## src/design/ftc_pkg.sv

```systemverilog
//////////////////////////////////////////////////////////////////////////////
//////////////////////////////////////////////////////////////////////////////
package ftc_pkg;
    // special function register map
    localparam logic [7:0] ADDR_SCALE = 8'h00_B6;
    localparam logic [7:0] ADDR_LIMIT = 8'h00_BE;
    localparam logic [7:0] ADDR_CACHE = 8'h00_E3;
    localparam logic [7:0] PAGE_FLASH = 8'h00_0F;
    // reset values
    localparam logic [7:0] RST_SCALE = 8'h00_00;
    localparam logic [3:0] RST_LIMIT = 4'h0_F;
    localparam logic [7:0] RST_CACHE = 8'h00_20;
    // field positions
    localparam int BIT_READ_TIME = 4;
    localparam int BIT_EW_TIME = 1;
    localparam int BIT_PREFETCH = 5;
    localparam int BIT_BLOCK_WR = 0;
    // timing, ns and derived clk_sys ticks
    localparam int SYS_PERIOD_NS = 10;
    localparam int CAP_BASE_NS = 5;
    localparam int CAP_STEP_NS = 5;
    localparam int SLOW_PERIOD_NS = 80;
    localparam int SLOW_DIV = (SLOW_PERIOD_NS + SYS_PERIOD_NS - 1)
                              / SYS_PERIOD_NS;

    typedef struct packed {
        logic req;
        logic [15:0] addr;
        logic [7:0] data;
    } ftc_wr_t;

    typedef struct packed {
        logic active;
        logic long_timing;
        logic [15:0] addr;
        logic [15:0] data;
        logic [1:0] byte_en;
    } ftc_prog_t;

    // longest strobe in whole ticks, rounded down, at least one
    function automatic logic [4:0] cap_ticks(input logic [3:0] period);
        int t;
        t = (CAP_BASE_NS + CAP_STEP_NS * int'(period)) / SYS_PERIOD_NS;
        if (t < 1) begin
            t = 1;
        end
        return 5'(t);
    endfunction
endpackage

```

## src/design/ftc_strobe_timer.sv

```systemverilog
`timescale 1ns/1ns
module ftc_strobe_timer (
    input wire logic clk_sys,
    input wire logic nrst,
    input wire logic rd_req,
    input wire logic read_time_select,
    input wire logic [3:0] period,
    input wire logic [3:0] sysclk_div,
    output logic rd_strobe,
    output logic array_low_power,
    output logic rd_busy
);
    typedef struct packed {
        logic [4:0] total_left;
        logic [4:0] strobe_left;
        logic strobe;
        logic low_power;
        logic busy;
    } ftc_tmr_t;

    ftc_tmr_t st_ff;
    ftc_tmr_t nxt_st;
    logic [4:0] total;
    logic [4:0] cap;
    logic capped;

    //////////////////////////////////////////////////////////////////////////
    always_comb begin
        nxt_st = st_ff;
        total = read_time_select ? 5'({sysclk_div, 1'b0})
                                 : 5'(sysclk_div);
        cap = ftc_pkg::cap_ticks(period);
        // fast clock with one-clock strobe: the period has no say
        capped = !(int'(sysclk_div) < ftc_pkg::SLOW_DIV
                   && !read_time_select);
        if (st_ff.total_left != 5'h0_0) begin
            nxt_st.total_left = st_ff.total_left - 5'h0_1;
            if (st_ff.strobe_left != 5'h0_0) begin
                nxt_st.strobe_left = st_ff.strobe_left - 5'h0_1;
            end
        end else if (rd_req && sysclk_div != 4'h0) begin
            nxt_st.total_left = total;
            nxt_st.strobe_left = (capped && cap < total) ? cap : total;
        end
        nxt_st.strobe = nxt_st.strobe_left != 5'h0_0;
        // low power from strobe removal to the end of the cycle
        nxt_st.low_power = nxt_st.total_left != 5'h0_0
                           && nxt_st.strobe_left == 5'h0_0;
        nxt_st.busy = nxt_st.total_left != 5'h0_0;
    end

    always_ff @(posedge clk_sys or negedge nrst) begin
        if (!nrst) begin
            st_ff <= '0;
        end else begin
            st_ff <= nxt_st;
        end
    end

    assign rd_strobe = st_ff.strobe;
    assign array_low_power = st_ff.low_power;
    assign rd_busy = st_ff.busy;
endmodule // ftc_strobe_timer

```

## src/design/ftc_ctrl.sv

```systemverilog
`timescale 1ns/1ns
module ftc_ctrl #(
    parameter int unsigned PROG_SHORT_CYC = 1000,
    parameter int unsigned PROG_LONG_CYC = 2000
) (
    input wire logic clk_sys,
    input wire logic nrst,
    input wire logic [7:0] sfr_addr,
    input wire logic [7:0] sfr_page,
    input wire logic sfr_wr,
    input wire logic sfr_rd,
    input wire logic [7:0] sfr_wdata,
    output logic [7:0] sfr_rdata,
    input wire logic [3:0] sysclk_div,
    input wire logic rd_req,
    output logic rd_strobe,
    output logic array_low_power,
    output logic rd_busy,
    output logic prefetch_enable,
    input wire ftc_pkg::ftc_wr_t wr_in,
    output logic wr_busy,
    output ftc_pkg::ftc_prog_t prog
);
    typedef enum logic {WR_IDLE, WR_PROG} ftc_wr_state_t;

    typedef struct packed {
        logic [7:0] scale;
        logic [3:0] limit;
        logic [7:0] cache;
        logic [7:0] rdata;
        ftc_wr_state_t wst;
        logic [15:0] prog_cnt;
        logic held_valid;
        logic [15:0] held_addr;
        logic [7:0] held_data;
        ftc_pkg::ftc_prog_t prog;
    } ftc_state_t;

    ftc_state_t st_ff;
    ftc_state_t nxt_st;
    logic read_time_select;
    logic erase_write_time_select;
    logic block_write_enable;

    // flash-page registers only answer on the flash page
    function automatic logic hit(input logic [7:0] a, input logic [7:0] pg,
                                 input logic [7:0] want, input logic any);
        return a == want && (any || pg == ftc_pkg::PAGE_FLASH);
    endfunction

    assign read_time_select = st_ff.scale[ftc_pkg::BIT_READ_TIME];
    assign erase_write_time_select = st_ff.scale[ftc_pkg::BIT_EW_TIME];
    assign block_write_enable = st_ff.cache[ftc_pkg::BIT_BLOCK_WR];

    //////////////////////////////////////////////////////////////////////////
    always_comb begin
        nxt_st = st_ff;
        // register writes; reserved scale and cache bits stored but drive nothing, limit keeps bits 3:0 only
        if (sfr_wr) begin
            if (hit(sfr_addr, sfr_page, ftc_pkg::ADDR_SCALE, 1'b1)) begin
                nxt_st.scale = sfr_wdata;
            end
            if (hit(sfr_addr, sfr_page, ftc_pkg::ADDR_LIMIT, 1'b0)) begin
                nxt_st.limit = sfr_wdata[3:0];
            end
            if (hit(sfr_addr, sfr_page, ftc_pkg::ADDR_CACHE, 1'b0)) begin
                nxt_st.cache = sfr_wdata;
            end
        end
        if (sfr_rd) begin
            if (hit(sfr_addr, sfr_page, ftc_pkg::ADDR_SCALE, 1'b1)) begin
                nxt_st.rdata = st_ff.scale;
            end else if (hit(sfr_addr, sfr_page, ftc_pkg::ADDR_LIMIT,
                             1'b0)) begin
                nxt_st.rdata = {4'h0, st_ff.limit};
            end else if (hit(sfr_addr, sfr_page, ftc_pkg::ADDR_CACHE,
                             1'b0)) begin
                nxt_st.rdata = st_ff.cache;
            end else begin
                nxt_st.rdata = 8'h00;
            end
        end
        // flash programming; requests while busy are dropped
        unique case (st_ff.wst)
            WR_IDLE: begin
                nxt_st.prog.active = 1'b0;
                if (wr_in.req) begin
                    // timing chosen at each request; a pair takes the second byte's
                    nxt_st.prog.long_timing = erase_write_time_select;
                    nxt_st.prog_cnt = erase_write_time_select
                        ? 16'(PROG_LONG_CYC)
                        : 16'(PROG_SHORT_CYC);
                    nxt_st.prog.addr = wr_in.addr;
                    nxt_st.prog.data = {wr_in.data, wr_in.data};
                    nxt_st.prog.byte_en = wr_in.addr[0] ? 2'b10 : 2'b01;
                    if (block_write_enable && !wr_in.addr[0]) begin
                        // hold low byte until its partner arrives
                        nxt_st.held_valid = 1'b1;
                        nxt_st.held_addr = wr_in.addr;
                        nxt_st.held_data = wr_in.data;
                    end else begin
                        if (block_write_enable && st_ff.held_valid
                            && st_ff.held_addr[15:1]
                               == wr_in.addr[15:1]) begin
                            nxt_st.prog.addr = st_ff.held_addr;
                            nxt_st.prog.data = {wr_in.data,
                                                st_ff.held_data};
                            nxt_st.prog.byte_en = 2'b11;
                        end
                        nxt_st.held_valid = 1'b0;
                        nxt_st.prog.active = 1'b1;
                        nxt_st.wst = WR_PROG;
                    end
                end
            end
            WR_PROG: begin
                if (st_ff.prog_cnt <= 16'h0001) begin
                    nxt_st.prog.active = 1'b0;
                    nxt_st.wst = WR_IDLE;
                end else begin
                    nxt_st.prog_cnt = st_ff.prog_cnt - 16'h0001;
                end
            end
        endcase
        // single-byte mode never leaves a byte waiting
        if (!block_write_enable && !wr_in.req) begin
            nxt_st.held_valid = 1'b0;
        end
    end

    always_ff @(posedge clk_sys or negedge nrst) begin
        if (!nrst) begin
            st_ff <= '{scale: ftc_pkg::RST_SCALE, limit: ftc_pkg::RST_LIMIT,
                       cache: ftc_pkg::RST_CACHE, rdata: 8'h00,
                       wst: WR_IDLE, prog_cnt: 16'h0000,
                       held_valid: 1'b0, held_addr: 16'h0000,
                       held_data: 8'h00, prog: '0};
        end else begin
            st_ff <= nxt_st;
        end
    end

    //////////////////////////////////////////////////////////////////////////
    ftc_strobe_timer u_timer (
        .clk_sys(clk_sys),
        .nrst(nrst),
        .rd_req(rd_req),
        .read_time_select(read_time_select),
        .period(st_ff.limit),
        .sysclk_div(sysclk_div),
        .rd_strobe(rd_strobe),
        .array_low_power(array_low_power),
        .rd_busy(rd_busy)
    );

    assign sfr_rdata = st_ff.rdata;
    assign prefetch_enable = st_ff.cache[ftc_pkg::BIT_PREFETCH];
    assign wr_busy = st_ff.wst == WR_PROG;
    assign prog = st_ff.prog;
endmodule // ftc_ctrl

```

## config.mk

```make
export PLATFORM = sky130hd
export DESIGN_NAME = ftc_ctrl
export DESIGN_NICKNAME = d
export VERILOG_FILES = /design/src/design/ftc_pkg.sv /design/src/design/ftc_strobe_timer.sv /design/src/design/ftc_ctrl.sv
export SDC_FILE = /design/constraint.sdc
export NUM_CORES = 1
export LEC_CHECK = 0
export ABC_AREA = 0
export BUFFER_PORTS_ARGS = -buffer_cell sky130_fd_sc_hd__buf_4
export CORE_MARGIN = 3
export CORE_UTILIZATION = 38
export DETAILED_ROUTE_END_ITERATION = 7
export PLACE_DENSITY = 0.63
export RECOVER_POWER = 25
export SYNTH_ARGS = -nofsm -noshare
export SYNTH_HDL_FRONTEND = slang
export SYNTH_HIERARCHICAL = 1
export SYNTH_SLANG_ARGS = --single-unit
```

## constraint.sdc

```tcl
create_clock -name clk_sys -period 7.25 [get_ports clk_sys]
set_input_delay 0.725 -clock clk_sys [delete_from_list [all_inputs] [get_ports clk_sys]]
set_output_delay 0.725 -clock clk_sys [all_outputs]
set_load 0.01 [all_outputs]
```

==> impl_metrics.tcl, run 1 <==
set metrics [dict create \
    synth-simple-area-share_pct 16.9 \
    largest_area_contributor_in_the_netlist "sky130_fd_sc_hd__dfrtp_1" \
    synth_area_sq_um 6880 \
    status "complete, but fails checks" \
    timing.reg2reg.worst_path_depth 27 \
    cts_hold_buffers 0 \
    crit_required_ns 7.53 \
    achievable-frequency_mhz 153 \
    detailed_place_hpwl_microns 11100 \
    synth_async_reset_ratio_pct 100 \
    relSlewSlack_pct -70.8 \
    crit-reg2reg-capture "u_timer/array_low_power" \
    die_w_microns 141 \
    drtAntennaViolNets 0 \
    yosys-top-cells-area "sky130_fd_sc_hd__dfrtp_1 41%, sky130_fd_sc_hd__nand2_1 6.7%, sky130_fd_sc_hd__buf_4 5.0%" \
    ws_path_type "register to register" \
    setup_viol 0 \
    power.density_cell_area_nw_per_um2 227 \
    cts_resized 0 \
    clk_transition_reported_paths_ns 0.06 \
    multiInputGateArea_sq_um 3380 \
    cts_post_setup_buffers_inserted 0 \
    vias_per_cell 5.27 \
    placer_congestion 0.906 \
    ys.warnings.count 6 \
    core.rowCount 48 \
    crit-reg2reg-launch "st_ff[95]" \
    full_die_area_sq_um 19700 \
    regToRegSetupSlack_ns 0.74 \
    grt_setup_unrepaired "no" \
    fin_setup_tns_ns 0 \
    grt_start_max_net_pins 73 \
    violated_checks "max-capacitance violations, max-slew violations" \
    antenna_cells_inserted 0 \
    syn-num-nets 781 \
    drt_pass1_iterations 5 \
    antenna_found_initial 0 \
    synth_flop_cell "sky130_fd_sc_hd__dfrtp_1" \
    floorplan.initialDensity_pct 39.3 \
    design.core.area_sq_um 17500 \
    cap_viol_max_count 1 \
    tritoncts.num_buffers 17 \
    post-route-period-util_pct 89.9 \
    finish.cell_count_without_fillers 1002 \
    number_of_i_o_pins 107 \
    tritoncts "yes" \
    worst_setup_path_end_kind "register" \
    ff_latch_area_sq_um 2980 \
    cts.sink_count 119 \
    max-vdd-ir-drop_mv 0.164 \
    report.final.hold_viol_count 0 \
    ctsHtreeMaxLevel 4 \
    timing.critical_path.from_type "register" \
    number_of_enable_type_register_cells_in_the_synthesized_netlist 0 \
    remaining_drc_errors 0 \
    dpl.cell_count 970 \
    worst_skew_pair.late_latency_ns 0.41 \
    synth_top_family_by_area "simple AND/OR/NAND/NOR gates" \
    seq_area_frac_synth_pct 43.4 \
    synth_mux_area_share_pct 10.6 \
    final.min_clock_period_ns 6.51 \
    count_of_pins_over_their_slew_limit 49 \
    holdPathStages 2 \
    wirelength_microns 15600 \
    post_synth.cell_area_avg_sq_um 9.75 \
    synth-seq-cells 119 \
    syn_to_final_growth_pct 17.5 \
    adder_cell_share_of_the_synthesized_area_pct 3.59 \
    kind_of_path_behind_the_tightest_hold_check "register to register" \
    synth_compound_gate_area_share_pct 14.6 \
    routedWlPerCell_microns 15.5 \
    area_share_of_xor_xnor_cells_in_the_synthesized_design_pct 3.53 \
    clock-skew-final_ns 0.00601 \
    leakage_power_uw 0.00388 \
    design.final.nets 840 \
    number_of_global_route_vias_before_repair 5252 \
    die_height_microns 141 \
    crit_path_max_fanout 12 \
    synthesis.instances 705 \
    cts_root_buffer "sky130_fd_sc_hd__clkbuf_16" \
    initialDrtViolationCount 420 \
    holdCritStartpoint "prog[30]" \
    global_route.overflow_total 0 \
    numPortBuffers 106 \
    post_synth_num_cell_types 80 \
    worstPathArrival_ns 6.80 \
    max_slew.worst_pin.slew_ns 2.56 \
    yosys.area.top_type_share_pct 41.5 \
    clock_path_buffers 2 \
    drive_gt1_share_pct 24.3 \
    timing.hold.worst_endpoint "prog[30]" \
    vias 5279 \
    grt_first_pass_wirelength_microns 26500 \
    track_usage_pct 16.3 \
    fillerInstances 1667 \
]
==> worst max-delay path: stages (launching register included) <==
cell	delay (ns)
sky130_fd_sc_hd__dfstp_2	0.58
sky130_fd_sc_hd__ha_1	0.25
sky130_fd_sc_hd__ha_1	0.28
sky130_fd_sc_hd__ha_1	0.44
sky130_fd_sc_hd__a31oi_4	0.28
sky130_fd_sc_hd__xnor2_1	0.09
sky130_fd_sc_hd__buf_4	0.18
sky130_fd_sc_hd__a21oi_1	0.30
sky130_fd_sc_hd__inv_2	0.12
sky130_fd_sc_hd__ha_1	0.37
sky130_fd_sc_hd__inv_1	0.12
sky130_fd_sc_hd__nand2_1	0.14
sky130_fd_sc_hd__nor3_1	0.07
sky130_fd_sc_hd__a31oi_1	0.22
sky130_fd_sc_hd__o211ai_2	0.13
sky130_fd_sc_hd__a31oi_2	0.29
sky130_fd_sc_hd__inv_1	0.08
sky130_fd_sc_hd__ha_1	0.18
sky130_fd_sc_hd__a21o_1	0.18
sky130_fd_sc_hd__a21oi_1	0.20
sky130_fd_sc_hd__maj3_1	0.23
sky130_fd_sc_hd__o311ai_0	0.13
sky130_fd_sc_hd__a21oi_1	0.14
sky130_fd_sc_hd__o211ai_1	0.14
sky130_fd_sc_hd__a221oi_4	0.40
sky130_fd_sc_hd__mux2_2	0.39
sky130_fd_sc_hd__o21ai_0	0.23
sky130_fd_sc_hd__and4bb_1	0.26
==> synthesized netlist by cell type (all sizes together) (4+ instances only) <==
cell type	n
a21oi	29
nor2b	6
o31ai	5
or3	10
ha	18
a211oi	10
o22ai	5
buf	53
o21ai	27
nor3	7
dfstp	5
clkbuf	20
and3	6
nor2	51
mux2i	14
and2	4
nand4	5
nand2	124
nor4	9
xor2	19
o311ai	7
dfrtp	114
a221oi	6
inv	16
o211ai	9
xnor2	7
mux2	52
a31oi	7
a22oi	4
nand3	15
or4	4
==> power breakdown <==
part	internal [uW]	switching [uW]	leakage (uW)	total [uW]
logic	136	158	0.00213	294
clock network	483	314	0.000259	797
registers	709	32.4	0.00149	741
total	1330	505	0.00388	1830
==> worst max-delay path by stage <==
| stage | start | to |
|---|---|---|
| floorplan | st_ff[95] | u_timer/array_low_power |
| global placement | st_ff[95] | u_timer/array_low_power |
| detailed placement | st_ff[95] | u_timer/array_low_power |
| CTS | st_ff[95] | u_timer/array_low_power |
| finish | st_ff[95] | u_timer/array_low_power |
| global route | st_ff[95] | u_timer/array_low_power |
==> per-stage QoR <==
step	utilization, %	power [uW]	hold slack [ns]	setup WS, ns	cell area [sq um]
after floorplan	-	952	0.429	1.47	6880
after global placement	43.2	1050	0.461	1.00	7560
after detailed placement	43.2	1050	0.465	0.873	7560
after CTS	46.5	1860	0.340	0.818	8120
after global routing	46.2	1940	0.490	0.305	8080
final	46.2	1830	0.471	0.735	8080
==> sequential cells by signal (all words and copies together) (netlist names) <==
name / count
read_time_select: 1
sfr_rdata: 8
st_ff: 57
prog: 36
wr_busy: 1
u_timer/rd_busy: 1
u_timer/rd_strobe: 1
block_write_enable: 1
u_timer/array_low_power: 1
u_timer/st_ff: 10
erase_write_time_select: 1
prefetch_enable: 1
==> placed cells by master, fill, tap and decap left out, types with 8 or more instances in the layout <==
| master | count |
|---|---|
| sky130_fd_sc_hd__nand2_1 | 123 |
| sky130_fd_sc_hd__o211ai_1 | 8 |
| sky130_fd_sc_hd__xor2_1 | 17 |
| sky130_fd_sc_hd__buf_4 | 102 |
| sky130_fd_sc_hd__or3_1 | 8 |
| sky130_fd_sc_hd__clkbuf_1 | 12 |
| sky130_fd_sc_hd__inv_1 | 14 |
| sky130_fd_sc_hd__a211oi_1 | 9 |
| sky130_fd_sc_hd__nand3_1 | 15 |
| sky130_fd_sc_hd__mux2_1 | 29 |
| sky130_fd_sc_hd__dfrtp_1 | 114 |
| sky130_fd_sc_hd__mux2_2 | 23 |
| sky130_fd_sc_hd__nor2_1 | 50 |
| sky130_fd_sc_hd__o21ai_0 | 22 |
| sky130_fd_sc_hd__mux2i_1 | 14 |
| sky130_fd_sc_hd__clkbuf_16 | 17 |
| sky130_fd_sc_hd__ha_1 | 18 |
| sky130_fd_sc_hd__a21oi_1 | 27 |
==> per-layer routing <==
layer / GRT usage [%] / part of all wire, %
met1: 22.4 / 47
met2: 25.1 / 47
met5: 0 / 0
met4: 4.54 / 1.2
met3: 4.71 / 5.4
==> area by class of cell <==
cell class                 count  share of cell area [%]
timing repair buffer         113                    9.99
tap                          225                    3.48
clock buffer                  19                    5.48
sequential                   119                    36.9
multi-input combinational    497                    41.8
clock inverter                13                    1.53
inverter                      16                   0.743
==> cell families after synthesis <==
| group | count (synthesis) |
|---|---|
| buffers and inverters | 89 |
| XOR/XNOR | 26 |
| AO/OA/AOI/OAI | 135 |
| multiplexers | 66 |
| adder cells (fa/ha/maj) | 20 |
| AND/OR/NAND/NOR | 250 |
| flip-flops | 119 |
No activity file was read; power rests on OpenSTA's default activity.
==> run 2, diff against run 1 <==
--- a/config.mk
+++ b/config.mk
@@ -7,10 +7,13 @@
 export LEC_CHECK = 0
 export ABC_AREA = 0
 export BUFFER_PORTS_ARGS = -buffer_cell sky130_fd_sc_hd__buf_4
+export CELL_PAD_IN_SITES_DETAIL_PLACEMENT = 0
+export CELL_PAD_IN_SITES_GLOBAL_PLACEMENT = 1
 export CORE_MARGIN = 3
 export CORE_UTILIZATION = 38
 export DETAILED_ROUTE_END_ITERATION = 7
-export PLACE_DENSITY = 0.63
+export GPL_TIMING_DRIVEN = 0
+export PLACE_DENSITY = 0.77
 export RECOVER_POWER = 25
 export SYNTH_ARGS = -nofsm -noshare
 export SYNTH_HDL_FRONTEND = slang
==> run 2 against run 1 <==
  * The flow still finishes with violations (max-capacitance violations, max-slew violations)
  * Worst hold slack improved by 0.0046 ns
  * Clock skew up 0.0018 ns
  * Non-clock buffer count rose by 66
  * Setup slack lost 0.22 ns
  * Register-to-register slack worse by 0.22 ns
  * Power rose by 3.2%
  * Via count increased by 4.0%
  * Combinational power grew 7.8%
  * Die area unchanged
  * Clock power grew 4.6%
==> impl_metrics.tcl, run 2 (synthesis results as in run 1) <==
set metrics [dict create \
    timing.reg2reg.worst_path_depth 26 \
    max_slew.worst_pin.slew_ns 4.35 \
    drtAntennaViolNets 0 \
    placer_congestion 0.819 \
    finish.cell_count_without_fillers 1068 \
    timing.critical_path.from_type "register" \
    numPortBuffers 105 \
    die_height_microns 141 \
    track_usage_pct 17.3 \
    clk_transition_reported_paths_ns 0.06 \
    fin_setup_tns_ns 0 \
    worst_setup_path_end_kind "register" \
    max_stage_delay_ns 0.59 \
    power.density_cell_area_nw_per_um2 221 \
    tritoncts.num_buffers 17 \
    setup_viol 0 \
    worstPathArrival_ns 7.03 \
    max-vdd-ir-drop_mv 0.144 \
    achievable-frequency_mhz 148 \
    number_of_global_route_vias_before_repair 5581 \
    clock_path_buffers 2 \
    cap_viol_max_count 2 \
    vias 5491 \
    global_route.overflow_total 0 \
    core.rowCount 48 \
    ws_path_type "register to register" \
    largest_register_ffs 57 \
    clock-skew-final_ns 0.00786 \
    floorplan.initialDensity_pct 39.3 \
    final_util_pct 48.9 \
    vias_per_cell 5.14 \
    status "complete, but fails checks" \
    multiInputGateArea_sq_um 3380 \
    ctsHtreeMaxLevel 4 \
    cts_post_setup_buffers_inserted 0 \
    kind_of_path_behind_the_tightest_hold_check "register to register" \
    drt_pass1_iterations 5 \
    most-common-layout-cells "150 x sky130_fd_sc_hd__buf_4, 123 x sky130_fd_sc_hd__nand2_1, 114 x sky130_fd_sc_hd__dfrtp_1" \
    cts_hold_buffers 0 \
    cts_resized 0 \
    fillerInstances 1686 \
    remaining_drc_errors 0 \
    wirelength_microns 16700 \
    holdPathStages 2 \
    initialDrtViolationCount 421 \
    final.min_clock_period_ns 6.74 \
    dpl.cell_count 1036 \
    full_die_area_sq_um 19700 \
    worst_skew_pair.late_latency_ns 0.41 \
    design.final.nets 906 \
    syn_to_final_growth_pct 24.2 \
    drive_gt1_share_pct 28.9 \
    detailed_place_hpwl_microns 12200 \
    routedWlPerCell_microns 15.6 \
    antenna_found_initial 0 \
    violated_checks "max-capacitance violations, max-slew violations" \
    tritoncts "yes" \
    leakage_power_uw 0.00419 \
    cts_root_buffer "sky130_fd_sc_hd__clkbuf_16" \
    count_of_pins_over_their_slew_limit 122 \
    post-route-period-util_pct 92.9 \
    crit_required_ns 7.55 \
    cts.sink_count 119 \
    design.core.area_sq_um 17500 \
    largest_register "st_ff" \
    cpMostUsedCell "sky130_fd_sc_hd__ha_1" \
    grt_start_max_net_pins 84 \
    antenna_cells_inserted 0 \
    die_w_microns 141 \
    ff_latch_area_sq_um 2980 \
    grt_setup_unrepaired "no" \
    grt_first_pass_wirelength_microns 27900 \
    relSlewSlack_pct -190 \
    worst_path_max_delay_cell "sky130_fd_sc_hd__dfstp_2" \
    final_common_cell "sky130_fd_sc_hd__buf_4" \
    number_of_i_o_pins 107 \
    crit_path_max_fanout 8 \
    report.final.hold_viol_count 0 \
]
==> run 2: worst max-delay path, delay by kind of cell, from the launching register on <==
family	cells	cell delay [ns]
simple gates	3	0.53
mux	1	0.40
compound gates	13	2.84
fa+ha+maj	6	1.72
buf+inv	3	0.52
flops	1	0.59
==> run 2: area by class of cell <==
cell class | instances | area share, %
Sequential cell | 119 | 34.9
Multi-Input combinational cell | 497 | 39.6
Inverter | 16 | 0.703
Clock inverter | 12 | 1.48
Buffer | 73 | 5.30
Tap cell | 225 | 3.30
Timing Repair Buffer | 106 | 9.23
Clock buffer | 20 | 5.46
==> run 2: routing by layer <==
layer | track usage (%) | part of all wire [%]
met5 | 0 | 0
met4 | 4.08 | 0.97
met3 | 4.85 | 6.1
met2 | 26.9 | 47
met1 | 23.9 | 46
==> run 2: power breakdown <==
group | switching [uW] | internal [uW]
clock network | 304 | 531
logic | 162 | 155
registers | 30.8 | 709
total | 497 | 1390
==> run 2: stage by stage <==
stage | hold WS [ns] | cell area [sq um] | power [uW] | setup slack [ns]
after floorplan | 0.429 | 6880 | 952 | 1.47
after global placement | 0.460 | 7950 | 1070 | 0.465
after detailed placement | 0.465 | 7980 | 1070 | 0.481
after CTS | 0.201 | 8570 | 1920 | 0.447
after global routing | 0.505 | 8540 | 1990 | 0.103
final | 0.475 | 8540 | 1890 | 0.514
==> run 2: path summary, 6_finish.rpt <==
| check | start | endpoint | slack (ns) |
|---|---|---|---|
| max | st_ff[95] | u_timer/array_low_power | 0.51 |
| min | prog[27] | prog[27] | 0.48 |
| max reg2reg | st_ff[95] | u_timer/array_low_power | 0.51 |
| min reg2reg | prog[27] | prog[27] | 0.48 |
| max in group asynchronous | nrst | sfr_rdata[0] | 1.40 |
| min in group asynchronous | nrst | prog[12] | 0.86 |
==> run 3, diff against run 2 <==
--- a/config.mk
+++ b/config.mk
@@ -10,10 +10,11 @@
 export CELL_PAD_IN_SITES_DETAIL_PLACEMENT = 0
 export CELL_PAD_IN_SITES_GLOBAL_PLACEMENT = 1
 export CORE_MARGIN = 3
-export CORE_UTILIZATION = 38
+export CORE_UTILIZATION = 44
 export DETAILED_ROUTE_END_ITERATION = 7
+export GPL_ROUTABILITY_DRIVEN = 0
 export GPL_TIMING_DRIVEN = 0
-export PLACE_DENSITY = 0.77
+export PLACE_DENSITY = 0.86
 export RECOVER_POWER = 25
 export SYNTH_ARGS = -nofsm -noshare
 export SYNTH_HDL_FRONTEND = slang
==> constraint.sdc (replaced) <==
create_clock -name clk_sys -period 6.3 [get_ports clk_sys]
set_input_delay 0.63 -clock clk_sys [delete_from_list [all_inputs] [get_ports clk_sys]]
set_output_delay 0.63 -clock clk_sys [all_outputs]
set_load 0.01 [all_outputs]
==> run 3 against run 2 <==
  * The run still ends with max-capacitance violations, max-slew violations left
  * Critical path depth up 1
  * Sequential power rose by 15%
  * Combinational power is 17% higher
  * Sequential share of layout area down 0.29 points
==> impl_metrics.tcl, run 3 (synthesis results as in run 1) <==
set metrics [dict create \
    status "complete, but fails checks" \
    violated_checks "max-capacitance violations, max-slew violations" \
    die_w_microns 131 \
    kind_of_path_behind_the_tightest_hold_check "input port to register" \
    p_seq_share_pct 39.6 \
    worst_skew_pair.late_latency_ns 0.41 \
    grt_start_max_net_pins 87 \
    clock-skew-final_ns 0.00997 \
    timing.reg2reg.worst_path_depth 27 \
    final_area_sq_um 8610 \
    number_of_global_route_vias_before_repair 5899 \
    grt_first_pass_wirelength_microns 28700 \
    initialDrtViolationCount 364 \
    number_of_i_o_pins 107 \
    drive_gt1_share_pct 29.8 \
    tritoncts "yes" \
    clk_transition_reported_paths_ns 0.05 \
    power_uw 2150 \
    crit_required_ns 6.58 \
    floorplan.initialDensity_pct 45.1 \
    routedWlPerCell_microns 16.4 \
    timing.critical_path.to "u_timer/rd_strobe" \
    setup_viol 0 \
    max-vdd-ir-drop_mv 0.158 \
    clock_path_buffers 2 \
    placement_stage_cell_area_sq_um 7960 \
    vias 5715 \
    ctsHtreeMaxLevel 4 \
    crit_path_max_fanout 6 \
    crit-reg2reg-launch "st_ff[95]" \
    vias_per_cell 5.40 \
    final.min_clock_period_ns 6.06 \
    worst_path_max_delay_cell "sky130_fd_sc_hd__dfstp_2" \
    cts.sink_count 119 \
    detailed_place_hpwl_microns 12600 \
    achievable-frequency_mhz 165 \
    count_of_pins_over_their_slew_limit 122 \
    final_common_cell "sky130_fd_sc_hd__buf_4" \
    final_util_pct 56.4 \
    cts_hold_buffers 0 \
    core.rowCount 45 \
    most-common-layout-cells "155 x sky130_fd_sc_hd__buf_4, 122 x sky130_fd_sc_hd__nand2_1, 114 x sky130_fd_sc_hd__dfrtp_1" \
    numPortBuffers 105 \
    track_usage_pct 21.0 \
    largest_register_ffs 57 \
    power.density_cell_area_nw_per_um2 250 \
    worstPathArrival_ns 6.34 \
    internal_power_uw 1590 \
    antenna_cells_inserted 0 \
    max_slew.worst_pin.slew_ns 3.73 \
    launching_instance_or_port_of_the_critical_path "st_ff[95]" \
    syn_to_final_growth_pct 25.3 \
    largest_register "st_ff" \
    die_height_microns 131 \
    design.core.area_sq_um 15300 \
    max_stage_delay_ns 0.58 \
    tritoncts.num_buffers 17 \
    dpl.cell_count 1022 \
    power.share.clock_pct 43.1 \
    relSlewSlack_pct -149 \
    wirelength_microns 17300 \
    full_die_area_sq_um 17200 \
    global_route.overflow_total 0 \
    design.final.nets 910 \
    drt_pass1_iterations 5 \
    timing.critical_path.from_type "register" \
    worst_setup_path_end_kind "register" \
    leakage_power_uw 0.00422 \
    finish.cell_count_without_fillers 1058 \
    cts_root_buffer "sky130_fd_sc_hd__clkbuf_16" \
    switchingPower_uw 560 \
    antenna_found_initial 0 \
    combinationalPowerShare_pct 17.3 \
    post-route-period-util_pct 96.3 \
    drtAntennaViolNets 0 \
    cap_viol_max_count 2 \
    regToRegSetupSlack_ns 0.24 \
    remaining_drc_errors 0 \
    ws_path_type "register to register" \
    crit-reg2reg-capture "u_timer/rd_strobe" \
    report.final.hold_viol_count 0 \
    netSwitchingFraction_pct 26.0 \
]
[run 3: per-stage QoR]
| step | worst slack, ns | TNS (ns) | hold slack [ns] |
|---|---|---|---|
| floorplan | 0.517 | 0 | 0.334 |
| global placement | -0.333 | -0.571 | 0.461 |
| detailed placement | -0.525 | -1.11 | 0.464 |
| CTS | 0.0161 | 0 | 0.0972 |
| global route | -0.0146 | -0.0146 | 0.422 |
| finish | 0.236 | 0 | 0.436 |
[run 3: power by group through the flow]
stage	logic (uW)	clock network, uW	registers [uW]
after floorplan	239	0	856
after global placement	360	0	863
after detailed placement	376	0	866
after CTS	378	943	853
after global routing	422	982	861
final	372	927	854
[run 3: what timing repair did]
| item | in CTS | in global routing |
|---|---|---|
| endpoints found under the setup margin | 5 | 4 |
| endpoints found under the hold margin | 0 | 0 |
| resized for setup | 4 | 15 |
| cloned | 0 | 0 |
| buffers inserted | 3 | 2 |
| pin swaps | 2 | 7 |
[run 3: critical path, delay by kind of cell, from the launching register on]
| family | cells | cell delay [ns] |
|---|---|---|
| DFF | 1 | 0.58 |
| and+or+nand+nor | 3 | 0.60 |
| adders and majority gates | 6 | 1.55 |
| AOI/OAI and AO/OA | 14 | 2.77 |
| buffers and inverters | 4 | 0.45 |
[run 3: worst min path at each step]
stage | cells after the start | end | slack, ns | from
after floorplan | 0 | block_write_enable | 0.33 | nrst
after global placement | 2 | prog[28] | 0.46 | prog[28]
after detailed placement | 2 | prog[32] | 0.46 | prog[32]
after CTS | 1 | prog[11] | 0.1 | nrst
after global routing | 3 | prog[24] | 0.42 | wr_in[14]
final | 3 | prog[24] | 0.44 | wr_in[14]
[run 3: per-layer routing]
layer,track usage [%],vias up,part of all wire (%)
met3,5.61,32,5.3
met2,35.7,152,50
met1,25.8,2801,42
met4,7.26,0,2.3
li1,-,2730,-
met5,0,-,0
[run 3: area by class of cell]
| type | count | area [sq um] |
|---|---|---|
| fill | 1306 | 6650 |
| multi-input combinational | 497 | 3450 |
| sequential | 119 | 2980 |
| timing repair buffer | 111 | 835 |
| clock buffer | 23 | 468 |
| buffer | 72 | 453 |
| tap | 211 | 264 |
| clock inverter | 9 | 100 |
| inverter | 16 | 62.6 |
